==> config.mk <==
export PLATFORM = sky130hd
export DESIGN_NAME = pmf_fetch_port
export DESIGN_NICKNAME = d
export VERILOG_FILES = /design/src/rtl/pmf_fetch_port.v
export VERILOG_INCLUDE_DIRS = /design/src /design/src/rtl
export SDC_FILE = /design/constraint.sdc
export NUM_CORES = 1
export LEC_CHECK = 0
export ABC_AREA = 1
export BUFFER_PORTS_ARGS = -buffer_cell sky130_fd_sc_hd__buf_4
export CORE_MARGIN = 1.5
export CORE_UTILIZATION = 35
export DETAILED_ROUTE_END_ITERATION = 7
export SYNTH_ARGS = -nofsm -noshare
export SYNTH_HDL_FRONTEND = slang
export SYNTH_SLANG_ARGS = --single-unit
==> constraint.sdc <==
create_clock -name mclk -period 1.5 [get_ports mclk]
set_input_delay 0.075 -clock mclk [delete_from_list [all_inputs] [get_ports mclk]]
set_output_delay 0.075 -clock mclk [all_outputs]
set_load 0.005 [all_outputs]
==> src/rtl/pmf_map.vh <==
// Constants of the program memory fetch port
// Operation
// - Drive twelve-line address; top line reserved
// - Take instruction bytes on eight-bit input bus
// - Fetch strobe low during low-2K fetches
// - Fetch strobe high on other reads
// - Sync low one clock before opcode fetch
// - System clock out at half crystal rate
// - Interrupt acknowledge high during interrupt cycle; here registered, so it rises and falls one clock after intr_cycle
`ifndef PMF_MAP_VH
`define PMF_MAP_VH
`define PMF_ADDR_W 12
`define PMF_DATA_W 8
`define PMF_LOW_LIMIT 12'h800
`define PMF_RESERVED_BIT 11
`define PMF_FETCH_CYCLES 3'h3
`define PMF_ST_IDLE 2'h0
`define PMF_ST_SYNC 2'h1
`define PMF_ST_FETCH 2'h2
`define PMF_ST_OTHER 2'h3
`define PMF_RST_CNT 3'h0
`define PMF_RST_LOW 1'b0
`define PMF_RST_DONE 1'b0
`define PMF_RST_BYTE 8'h00
`define PMF_RST_ADDR 12'h000
`define PMF_RST_STROBE_N 1'b1
`define PMF_RST_SYNC_N 1'b1
`define PMF_RST_SCLK 1'b0
`define PMF_RST_INTERRUPT_ACKNOWLEDGE_OUT 1'b0
`endif

==> src/rtl/pmf_fetch_port.v <==
// Program memory fetch port with sync, clock and acknowledge outputs
`timescale 1ns/1ns
`include "pmf_map.vh"
module pmf_fetch_port #(
  parameter FETCH_CYCLES = `PMF_FETCH_CYCLES
) (
  input wire mclk,
  input wire sys_rst,
  input wire fetch_req,
  input wire opcode_fetch,
  input wire [11:0] fetch_addr,
  input wire intr_cycle,
  input wire [7:0] program_data_in,
  output wire fetch_busy,
  output wire fetch_done,
  output wire [7:0] fetch_byte,
  output wire [11:0] program_address_out,
  output wire program_fetch_strobe_n,
  output wire sync_n,
  output wire sys_clk_out,
  output wire interrupt_acknowledge_out
);
  localparam ST_IDLE = `PMF_ST_IDLE;
  localparam ST_SYNC = `PMF_ST_SYNC;
  localparam ST_FETCH = `PMF_ST_FETCH;
  localparam ST_OTHER = `PMF_ST_OTHER;
  // Counter is three bits wide, so FETCH_CYCLES must stay between 1 and 8
  localparam [2:0] LAST_CNT = FETCH_CYCLES[2:0] - 3'h1;

  // Sequencer state
  reg [1:0] state_q;
  reg [1:0] state_d;
  reg [2:0] cnt_q;
  reg [2:0] cnt_d;
  reg low_q;
  reg low_d;
  // Output registers
  reg done_q;
  reg done_d;
  reg [7:0] byte_q;
  reg [7:0] byte_d;
  reg [11:0] addr_q;
  reg [11:0] addr_d;
  reg strobe_n_q;
  reg strobe_n_d;
  reg sync_n_q;
  reg sync_n_d;
  reg sclk_q;
  reg sclk_d;
  reg interrupt_acknowledge_out_q;
  reg interrupt_acknowledge_out_d;
  // Pin synchroniser for the data bus
  reg [7:0] data_s1_q;
  reg [7:0] data_s2_q;
  wire last;

  // Only the lowest 2K of program space is reached through the strobe
  function in_low_region;
    input [11:0] addr;
    begin
      in_low_region = (addr < `PMF_LOW_LIMIT);
    end
  endfunction

  // Reserved top line is forced low so the far side never sees it move
  function [11:0] drive_addr;
    input [11:0] addr;
    begin
      drive_addr = addr;
      drive_addr[`PMF_RESERVED_BIT] = 1'b0;
    end
  endfunction

  // Both read kinds share the same wait counter
  function [2:0] next_cnt;
    input [2:0] cnt;
    begin
      next_cnt = cnt + 3'h1;
    end
  endfunction

  assign last = (cnt_q == LAST_CNT);
  assign fetch_busy = (state_q != ST_IDLE);
  assign fetch_done = done_q;
  assign fetch_byte = byte_q;
  assign program_address_out = addr_q;
  assign program_fetch_strobe_n = strobe_n_q;
  assign sync_n = sync_n_q;
  assign sys_clk_out = sclk_q;
  assign interrupt_acknowledge_out = interrupt_acknowledge_out_q;

  // Data bus comes from outside; two stages before use
  always @(posedge mclk) begin
    if (sys_rst) begin
      data_s1_q <= `PMF_RST_BYTE;
      data_s2_q <= `PMF_RST_BYTE;
    end else begin
      data_s1_q <= program_data_in;
      data_s2_q <= data_s1_q;
    end
  end

  // Free-running divide by two of the core clock
  always @* begin
    sclk_d = ~sclk_q;
  end

  always @(posedge mclk) begin
    if (sys_rst) begin
      sclk_q <= `PMF_RST_SCLK;
    end else begin
      sclk_q <= sclk_d;
    end
  end

  // Acknowledge follows the core's interrupt cycle one clock late
  always @* begin
    interrupt_acknowledge_out_d = intr_cycle;
  end

  always @(posedge mclk) begin
    if (sys_rst) begin
      interrupt_acknowledge_out_q <= `PMF_RST_INTERRUPT_ACKNOWLEDGE_OUT;
    end else begin
      interrupt_acknowledge_out_q <= interrupt_acknowledge_out_d;
    end
  end

  // Next-state logic of the fetch sequencer
  always @* begin
    state_d = state_q;
    cnt_d = cnt_q;
    low_d = low_q;
    done_d = 1'b0;
    byte_d = byte_q;
    addr_d = addr_q;
    strobe_n_d = strobe_n_q;
    sync_n_d = sync_n_q;
    case (state_q)
      ST_IDLE: begin
        if (fetch_req) begin
          addr_d = drive_addr(fetch_addr);
          low_d = in_low_region(fetch_addr);
          cnt_d = `PMF_RST_CNT;
          if (opcode_fetch) begin
            sync_n_d = 1'b0;
            state_d = ST_SYNC;
          end else begin
            state_d = ST_OTHER;
          end
        end
      end
      ST_SYNC: begin
        sync_n_d = 1'b1;
        strobe_n_d = ~low_q;
        state_d = ST_FETCH;
      end
      ST_FETCH: begin
        cnt_d = next_cnt(cnt_q);
        // Taken from the synchronised bus, so memory must drive the byte
        // by the clock edge two cycles before the strobe rises
        if (last) begin
          byte_d = data_s2_q;
          done_d = 1'b1;
          strobe_n_d = 1'b1;
          state_d = ST_IDLE;
        end
      end
      ST_OTHER: begin
        cnt_d = next_cnt(cnt_q);
        if (last) begin
          byte_d = data_s2_q;
          done_d = 1'b1;
          state_d = ST_IDLE;
        end
      end
      default: begin
        strobe_n_d = `PMF_RST_STROBE_N;
        sync_n_d = `PMF_RST_SYNC_N;
        state_d = ST_IDLE;
      end
    endcase
  end

  always @(posedge mclk) begin
    if (sys_rst) begin
      state_q <= ST_IDLE;
      cnt_q <= `PMF_RST_CNT;
      low_q <= `PMF_RST_LOW;
    end else begin
      state_q <= state_d;
      cnt_q <= cnt_d;
      low_q <= low_d;
    end
  end

  always @(posedge mclk) begin
    if (sys_rst) begin
      done_q <= `PMF_RST_DONE;
      byte_q <= `PMF_RST_BYTE;
      addr_q <= `PMF_RST_ADDR;
    end else begin
      done_q <= done_d;
      byte_q <= byte_d;
      addr_q <= addr_d;
    end
  end

  // Strobes idle high so a reset mid-fetch releases the memory on the next mclk edge
  always @(posedge mclk) begin
    if (sys_rst) begin
      strobe_n_q <= `PMF_RST_STROBE_N;
      sync_n_q <= `PMF_RST_SYNC_N;
    end else begin
      strobe_n_q <= strobe_n_d;
      sync_n_q <= sync_n_d;
    end
  end
endmodule

======== Word-level counts from Yosys, hierarchy flattened ========
Cells that the tools add are included.
W data, S select, Z words.
storage, ports and cells
  output and inout port bits .............. 26
  register bits ........................... 46
  input port bits ......................... 25
  bits in latches ......................... 0
  memory bits (writable) .................. 0
  memories ................................ 0
  ROM bits ................................ 0
operators by class
  shift operators ......................... 0
  reduce and logical (&&, ||, !) cells .... 13
  magnitude comparators ................... 1
  equality and inequality tests ........... 8
  $mul .................................... 0
  $add $sub $neg .......................... 1
  div/mod/pow operators ................... 0
  muxes and demuxes ....................... 12
  bitwise logic cells ..................... 3
operators with widths
  cell                    count
  $lt A12 B12 Y1 const B  1
  $reduce_and A2 Y1       5
  $reduce_bool A2 Y1      4
  $mux W2                 3
  $ne A2 B2 Y1 const B    3
  $pmux W2 S3             1
  $pmux W3 S2             1
  $eq A2 B2 Y1 const B    2
  $mux W1                 4
  $pmux W1 S2             2
  $reduce_or A2 Y1        2
  $add A3 B1 Y3 const B   1
  $eq A3 B2 Y1 const B    1
  $mux W3                 1
  $not A1 Y1              3
  $reduce_and A3 Y1       1
  $eq A2 B1 Y1 const B    1
  $logic_not A2 Y1        1
  $ne A2 B1 Y1 const B    1

======== Logic depth before layout (Yosys ltp) ========
Gate-level depths: netlist (run 1).
  depth after elaboration ................. 4
  mapped depth ............................ 7
  depth with buffers taken out ............ 6

======== Worst setup path before layout (run 1) ========
No wires, ideal clock.
  kind .................................... register to register
  from .................................... register cnt_q[0]
  to ...................................... register strobe_n_q, in the netlist program_fetch_strobe_n
  cell stages (with the launch flop) ...... 7
  period minus slack after synthesis ...... 1.053 ns
  path slack .............................. 0.447 ns
  arrival time ............................ 0.928 ns
  data required time ...................... 1.375 ns
  cell sequence ........................... dfxtp_1 > inv_1 > ha_1 > nand3_4 > inv_2 > nand2_1 > nand3_1
on the way
  longest elaborated chain between the ends .. 3
RTL lines
  what                         RTL line              source
  start, declared              pmf_fetch_port.v:33   reg [2:0] cnt_q;
  start signal, assigned       pmf_fetch_port.v:188  cnt_q <= `PMF_RST_CNT;
  start signal, assigned       pmf_fetch_port.v:192  cnt_q <= cnt_d;
  $eq A3 B2 Y1                 pmf_fetch_port.v:82   assign last = (cnt_q == LAST_CNT);
  $ne A2 B2 Y1 (no line)       -
  $reduce_and A2 Y1 (no line)  -
  end signal, assigned         pmf_fetch_port.v:212  strobe_n_q <= `PMF_RST_STROBE_N;
  end signal, assigned         pmf_fetch_port.v:215  strobe_n_q <= strobe_n_d;
  end, declared                pmf_fetch_port.v:44   reg strobe_n_q;
Every way passes these cells.
A chain may end at the register's enable or synchronous reset.

======== Final worst setup path (run 1) ========
  from .................................... register state_q[1]
  to ...................................... output fetch_busy
on the way
  longest elaborated chain between the ends .. 1
RTL lines
  what                    RTL line              source
  start, declared         pmf_fetch_port.v:31   reg [1:0] state_q;
  start signal, assigned  pmf_fetch_port.v:191  state_q <= state_d;
  $reduce_bool A2 Y1      pmf_fetch_port.v:83   assign fetch_busy = (state_q != ST_IDLE);
  end, declared           pmf_fetch_port.v:14   output wire fetch_busy,
Every way passes these cells.

==> flow_summary_export.csv, run 1 <==
group,metric,value,unit
run_status,outcome,"finished, final reports clean",
logic_synthesis,synth-xor-area-share,0,%
min_path,worstHoldStart,"fetch_addr[10]",
place,dp_hpwl,2.00,mm
global_routing,overflow,0,
power,p_int,1.84,mW
logic_synthesis,synthTopCellsByCount,"dfxtp_1 (46), nor2_1 (46), nand2_1 (31)",
logic_synthesis,ys_seq_area_share,56.9,%
logic_synthesis,synth_compound_area_share,8.35,%
logic_synthesis,synth_area_leader_cell,"dfxtp_1",
sta,rsz0062_at_grt,"no",
logic_synthesis,synth.cell_area,1620,um^2
global_routing,grt_max_degree,29,
logic_synthesis,synth_fa_ha_area_share,1.55,%
drt,drtIter0Drc,37,
die,die-area,5040,um^2
logic_synthesis,synth_simple_gate_area_share,22.4,%
critical_path,end_kind,"output port",
clocking,clock_path_buffers,2,
place,place.port_buffers,49,
critical_path,crit_type,"flop to output port",
drt,drc_errors,0,
drt,drt-vias-per-instance,4.14,
sta,fmax,776,MHz
final_layout,design_area,2190,um^2
clocking,cts_resized,0,
logic_synthesis,synth.distinct_cells,22,
sta,maxSlewViolCount,0,
clocking,clk_pin_slew,0.08,ns
critical_path,reg2regPathDepth,6,
global_routing,antenna_found_initial,0,
sta,hold_viol,0,
critical_path,critPathArrivalTime,1.21,ns
power,leakage,1.02,nW
clocking,cts.sinks,46,
logic_synthesis,synth_seq_cells,46,
die,core_area,4410,um^2
logic_synthesis,synth.area.top_cells,"dfxtp_1 (57%), nor2_1 (11%), nand2_1 (7.2%), inv_1 (5.3%), a21oi_1 (4.3%)",
drt,avgRoutedWirePerCell,9.55,um
sta,fin_skew,0.00312,ns
logic_synthesis,synth-edff-count,0,
place,place.gp.congestion,0.767,
critical_path,startpoint_type,"flop",
clocking,cts_buffers,5,
sta,setup_viol,0,
global_routing,grt_pass1_vias,1114,
global_routing,grt_pass1_wl,4.77,mm
clocking,clock_latency,0.29,ns
clocking,htreeDepth,2,
logic_synthesis,synth_top_area_share,56.9,%
logic_synthesis,synth_mux_area_share,0,%
logic_synthesis,ys.flop_type,"dfxtp_1",
logic_synthesis,synthCells,197,
power,ir_worst_vdd,488,uV
drt,drt-pass1-iter-count,4,
logic_synthesis,synth_top_family_by_area,"simple AND/OR/NAND/NOR gates",
final_layout,fin_nets,283,
min_path,holdPathEnd,"program_address_out[10]$_SDFFE_PP0P_",
power,swShare,24.4,%
die,rows,24,
critical_path,reg2reg_from,"cnt_q[0]$_SDFFE_PP0P_",
power,pwr-share-comb,13.2,%
sta,final.min_clock_period,1.29,ns
power,power_frac_clock,31.7,%
final_layout,diodes,0,
place,dp.cells,290,
power,p_per_area,1110,nW/um^2
clocking,cts_root_buf,"clkbuf_8",
critical_path,worstPathRequired,1.42,ns
critical_path,crit_path_max_fanout,10,
critical_path,worst_r2r_endpoint,"fetch_byte[4]$_SDFFE_PP0P_",
die,initial_core_util,36.6,%
power,p_switching,0.592,mW
global_routing,track_usage,12.0,%
logic_synthesis,synthArstFlopShare,0,%
clocking,cts_setup_buffers,0,
logic_synthesis,synthesis.nets,224,
die,num_io_pins,51,
sta,post-route-period-util,85.9,%
die,die_y,71.0,um
logic_synthesis,synth.avg_cell_area,8.21,um^2
job,cap_violations,0,
min_path,worstHoldPathType,"input port to flop",
final_layout,fin_cells,309,
drt,postRouteAntennaNets,0,
min_path,min_delay_path_depth,3,
die,chipWidth,71.0,um
drt,drt_wl_total,2.95,mm
power,p_seq_share,55.1,%
logic_synthesis,yosysWarnings,0,
sta,tns,0,ns
final_layout,drive_gt1_share,25.3,%
final_layout,fin_util,49.7,%
drt,vias,1278,
place,placed_area,1990,um^2
clocking,cts_tree,"built",
sta,finalHoldWorstSlack,0.0113,ns
critical_path,r2r_slack,0.25,ns
final_layout,area_growth,35.5,%
-- registers in the layout (all words and copies together) (netlist names) --
signal,flops
data_s2_q,8
program_address_out,11
cnt_q,3
sys_clk_out,1
fetch_done,1
data_s1_q,8
low_q,1
program_fetch_strobe_n,1
sync_n,1
state_q,2
fetch_byte,8
interrupt_acknowledge_out,1
-- per-stage QoR --
step | setup slack, ns | power (mW)
6_report | 0.212 | 2.43
5_1_grt | 0.124 | 2.57
4_1_cts | 0.197 | 2.46
3_5_place_dp | 0.244 | 1.67
3_3_place_gp | 0.318 | 1.67
2_1_floorplan | 0.447 | 1.55
-- how the worst max path moves through the flow --
stage,start,depth (start not counted),endpoint
floorplan,cnt_q[0]$_SDFFE_PP0P_,6,program_fetch_strobe_n$_SDFFE_PP1P_
global placement,cnt_q[0]$_SDFFE_PP0P_,6,program_fetch_strobe_n$_SDFFE_PP1P_
detailed placement,cnt_q[0]$_SDFFE_PP0P_,6,fetch_byte[4]$_SDFFE_PP0P_
CTS,state_q[1]$_SDFFE_PP0P_,3,fetch_busy
global route,state_q[1]$_SDFFE_PP0P_,3,fetch_busy
finish,state_q[1]$_SDFFE_PP0P_,3,fetch_busy
-- cell families (layout without fill, tap and decap cells) --
kind of cell	Yosys count	in the layout
compound gates	27	27
fa+ha+maj	2	2
buf+inv	35	95
flops	46	46
other cells	1	1
simple gates	86	86
-- cells in the final DEF, fill, tap and decap left out, drive strengths merged --
cell type / instances
dlygate4sd3: 11
or2: 1
clkbuf: 6
o21ai: 13
clkinvlp: 1
conb: 1
clkinv: 1
a21oi: 14
dfxtp: 46
nor2: 48
ha: 2
nand3: 5
inv: 26
nand2: 32
buf: 50
-- routing by layer --
metal | wire length, um | part of all wire, % | vias up | GRT usage, %
li1 | - | - | 705 | -
met1 | 1360 | 46 | 534 | 13.9
met2 | 1390 | 47 | 33 | 21.0
met3 | 166 | 5.6 | 6 | 4.42
met4 | 29 | 0.98 | 0 | 3.14
met5 | 0 | 0 | - | 0
-- worst max-delay path, cell delays in order, from the launching register on --
cell and delay [ns]:
dfxtp_1 0.57, inv_1 0.15, nand2_1 0.10, buf_4 0.10
-- area by class of cell --
class | instances | area [um^2]
fillers | 432 | 2220
well taps | 52 | 65.1
clock buffers | 6 | 82.6
inverters | 26 | 100
repair buffers | 61 | 485
multi-input cells | 116 | 526
clock inverters | 2 | 12.5
flip-flops and latches | 46 | 921
-- power by group through the flow --
stage	Combinational, mW	Sequential, mW	Clock [mW]
global placement	0.300	1.37	0
CTS	0.324	1.34	0.798
floorplan	0.194	1.36	0
global route	0.359	1.35	0.859
finish	0.322	1.34	0.769
detailed placement	0.304	1.37	0
-- repair_timing --
item,CTS,global route
setup endpoints to repair,0,0
hold buffers,10,1
endpoints found under the hold margin,9,1
No activity file was read; power rests on OpenSTA's default activity.
==> run 2: changes to the inputs <==
Clock period 1.5 ns to 1.45 ns, I/O delays scaled along.
==> flow_summary_export.csv, run 2 (synthesized netlist as in run 1, its figures left out) <==
group,metric,value,unit
sta,hold_viol,0,
sta,rsz0062_at_grt,"no",
place,placed_area,1990,um^2
critical_path,crit_type,"flop to output port",
sta,finalHoldWorstSlack,0.0113,ns
die,initial_core_util,36.6,%
clocking,cts_resized,0,
min_path,worstHoldStart,"fetch_addr[9]",
die,die-area,5040,um^2
critical_path,reg2regPathDepth,6,
sta,final.min_clock_period,1.30,ns
global_routing,antenna_found_initial,0,
die,core_area,4410,um^2
sta,setup_viol,0,
clocking,clk_pin_slew,0.09,ns
sta,fin_ws,0.152,ns
power,leakage,1.06,nW
drt,vias,1344,
critical_path,critPathArrivalTime,1.23,ns
place,dp_hpwl,1.95,mm
clocking,clock_latency,0.30,ns
final_layout,fin_cells,315,
drt,drt-pass1-iter-count,4,
clocking,clock_path_buffers,2,
final_layout,drive_gt1_share,24.7,%
drt,drt_wl_total,3.05,mm
global_routing,overflow,0,
die,chipWidth,71.0,um
die,die_y,71.0,um
min_path,holdPathEnd,"program_address_out[9]$_SDFFE_PP0P_",
clocking,cts_buffers,5,
power,p_per_area,1180,nW/um^2
final_layout,area_growth,40.3,%
drt,postRouteAntennaNets,0,
power,power,2.68,mW
sta,maxSlewViolCount,0,
critical_path,reg2reg_from,"cnt_q[0]$_SDFFE_PP0P_",
final_layout,fin_nets,289,
place,dp_slack,0.252,ns
global_routing,track_usage,13.2,%
global_routing,grt_pass1_vias,1222,
min_path,worstHoldPathType,"input port to flop",
place,dp.cells,290,
final_layout,fin_util,51.4,%
power,ir_worst_vdd,621,uV
place,place.port_buffers,49,
drt,drtIter0Drc,60,
final_layout,layout_commonest_cell,"buf_4",
job,cap_violations,0,
die,rows,24,
critical_path,worstPathRequired,1.38,ns
sta,fmax,770,MHz
final_layout,largest_reg_flops,11,
drt,drc_errors,0,
clocking,cts.sinks,46,
min_path,min_delay_path_depth,3,
clocking,cts_root_buf,"clkbuf_8",
final_layout,layout_common_cells,"buf_4 (50), nor2_1 (46), dfxtp_1 (46)",
drt,drt-vias-per-instance,4.27,
drt,avgRoutedWirePerCell,9.67,um
final_layout,diodes,0,
die,num_io_pins,51,
clocking,cts_tree,"built",
place,place.gp.congestion,0.794,
critical_path,startpoint_type,"flop",
critical_path,r2r_slack,0.22,ns
critical_path,worst_r2r_endpoint,"fetch_byte[2]$_SDFFE_PP0P_",
clocking,htreeDepth,2,
global_routing,grt_max_degree,19,
sta,post-route-period-util,89.5,%
critical_path,crit_path_max_fanout,10,
critical_path,end_kind,"output port",
global_routing,grt_pass1_wl,5.17,mm
sta,tns,0,ns
final_layout,design_area,2270,um^2
sta,fin_skew,0.00634,ns
run_status,outcome,"finished, final reports clean",
## run 2: cell types whose count changed in the layout (fill, tap and decap cells not counted)
cell           delta
bufinv_16         +1
clkbuf_8          -1
clkinvlp_4        -1
dlygate4sd3_1     +6
inv_6             +1
## run 2: how the worst max path moves through the flow
stage                                               end                     from
finish                                       fetch_busy  state_q[1]$_SDFFE_PP0P_
floorplan           program_fetch_strobe_n$_SDFFE_PP1P_    cnt_q[0]$_SDFFE_PP0P_
detailed placement           fetch_byte[5]$_SDFFE_PP0P_    cnt_q[0]$_SDFFE_PP0P_
global placement    program_fetch_strobe_n$_SDFFE_PP1P_    cnt_q[0]$_SDFFE_PP0P_
global route                 fetch_byte[3]$_SDFFE_PP0P_    cnt_q[0]$_SDFFE_PP0P_
CTS                                          fetch_busy  state_q[1]$_SDFFE_PP0P_
## run 2: final cells by class
type | instances | area [um^2]
Tap cell | 52 | 65.1
Multi-Input combinational cell | 116 | 526
Clock inverter | 3 | 43.8
Timing Repair Buffer | 67 | 546
Sequential cell | 46 | 921
Clock buffer | 5 | 68.8
Inverter | 26 | 100
Fill cell | 421 | 2140
## run 2: per-layer routing
metal  vias to the layer above  routed length (um)  global-route usage, %
li1                        721                   -                      -
met1                       576                1310                   14.6
met2                        40                1520                   22.8
met3                         7                 166                   4.13
met4                         0                  56                   6.29
met5                         -                   0                      0
## run 2: repair_timing
| item | in CTS | in global routing |
|---|---|---|
| hold buffers | 17 | 0 |
| buffers inserted | 0 | 0 |
| endpoints found under the hold margin | 17 | 0 |
## run 2: power by group
group          leakage, nW  switching (mW)  internal, mW
Clock               0.0585           0.436         0.516
Sequential           0.378          0.0444          1.34
Combinational        0.621           0.160         0.188
## run 2: critical path, cell delays in order, from the launching register on
cell	delay, ns
dfxtp_1	0.57
inv_1	0.15
nand2_1	0.10
buf_4	0.10
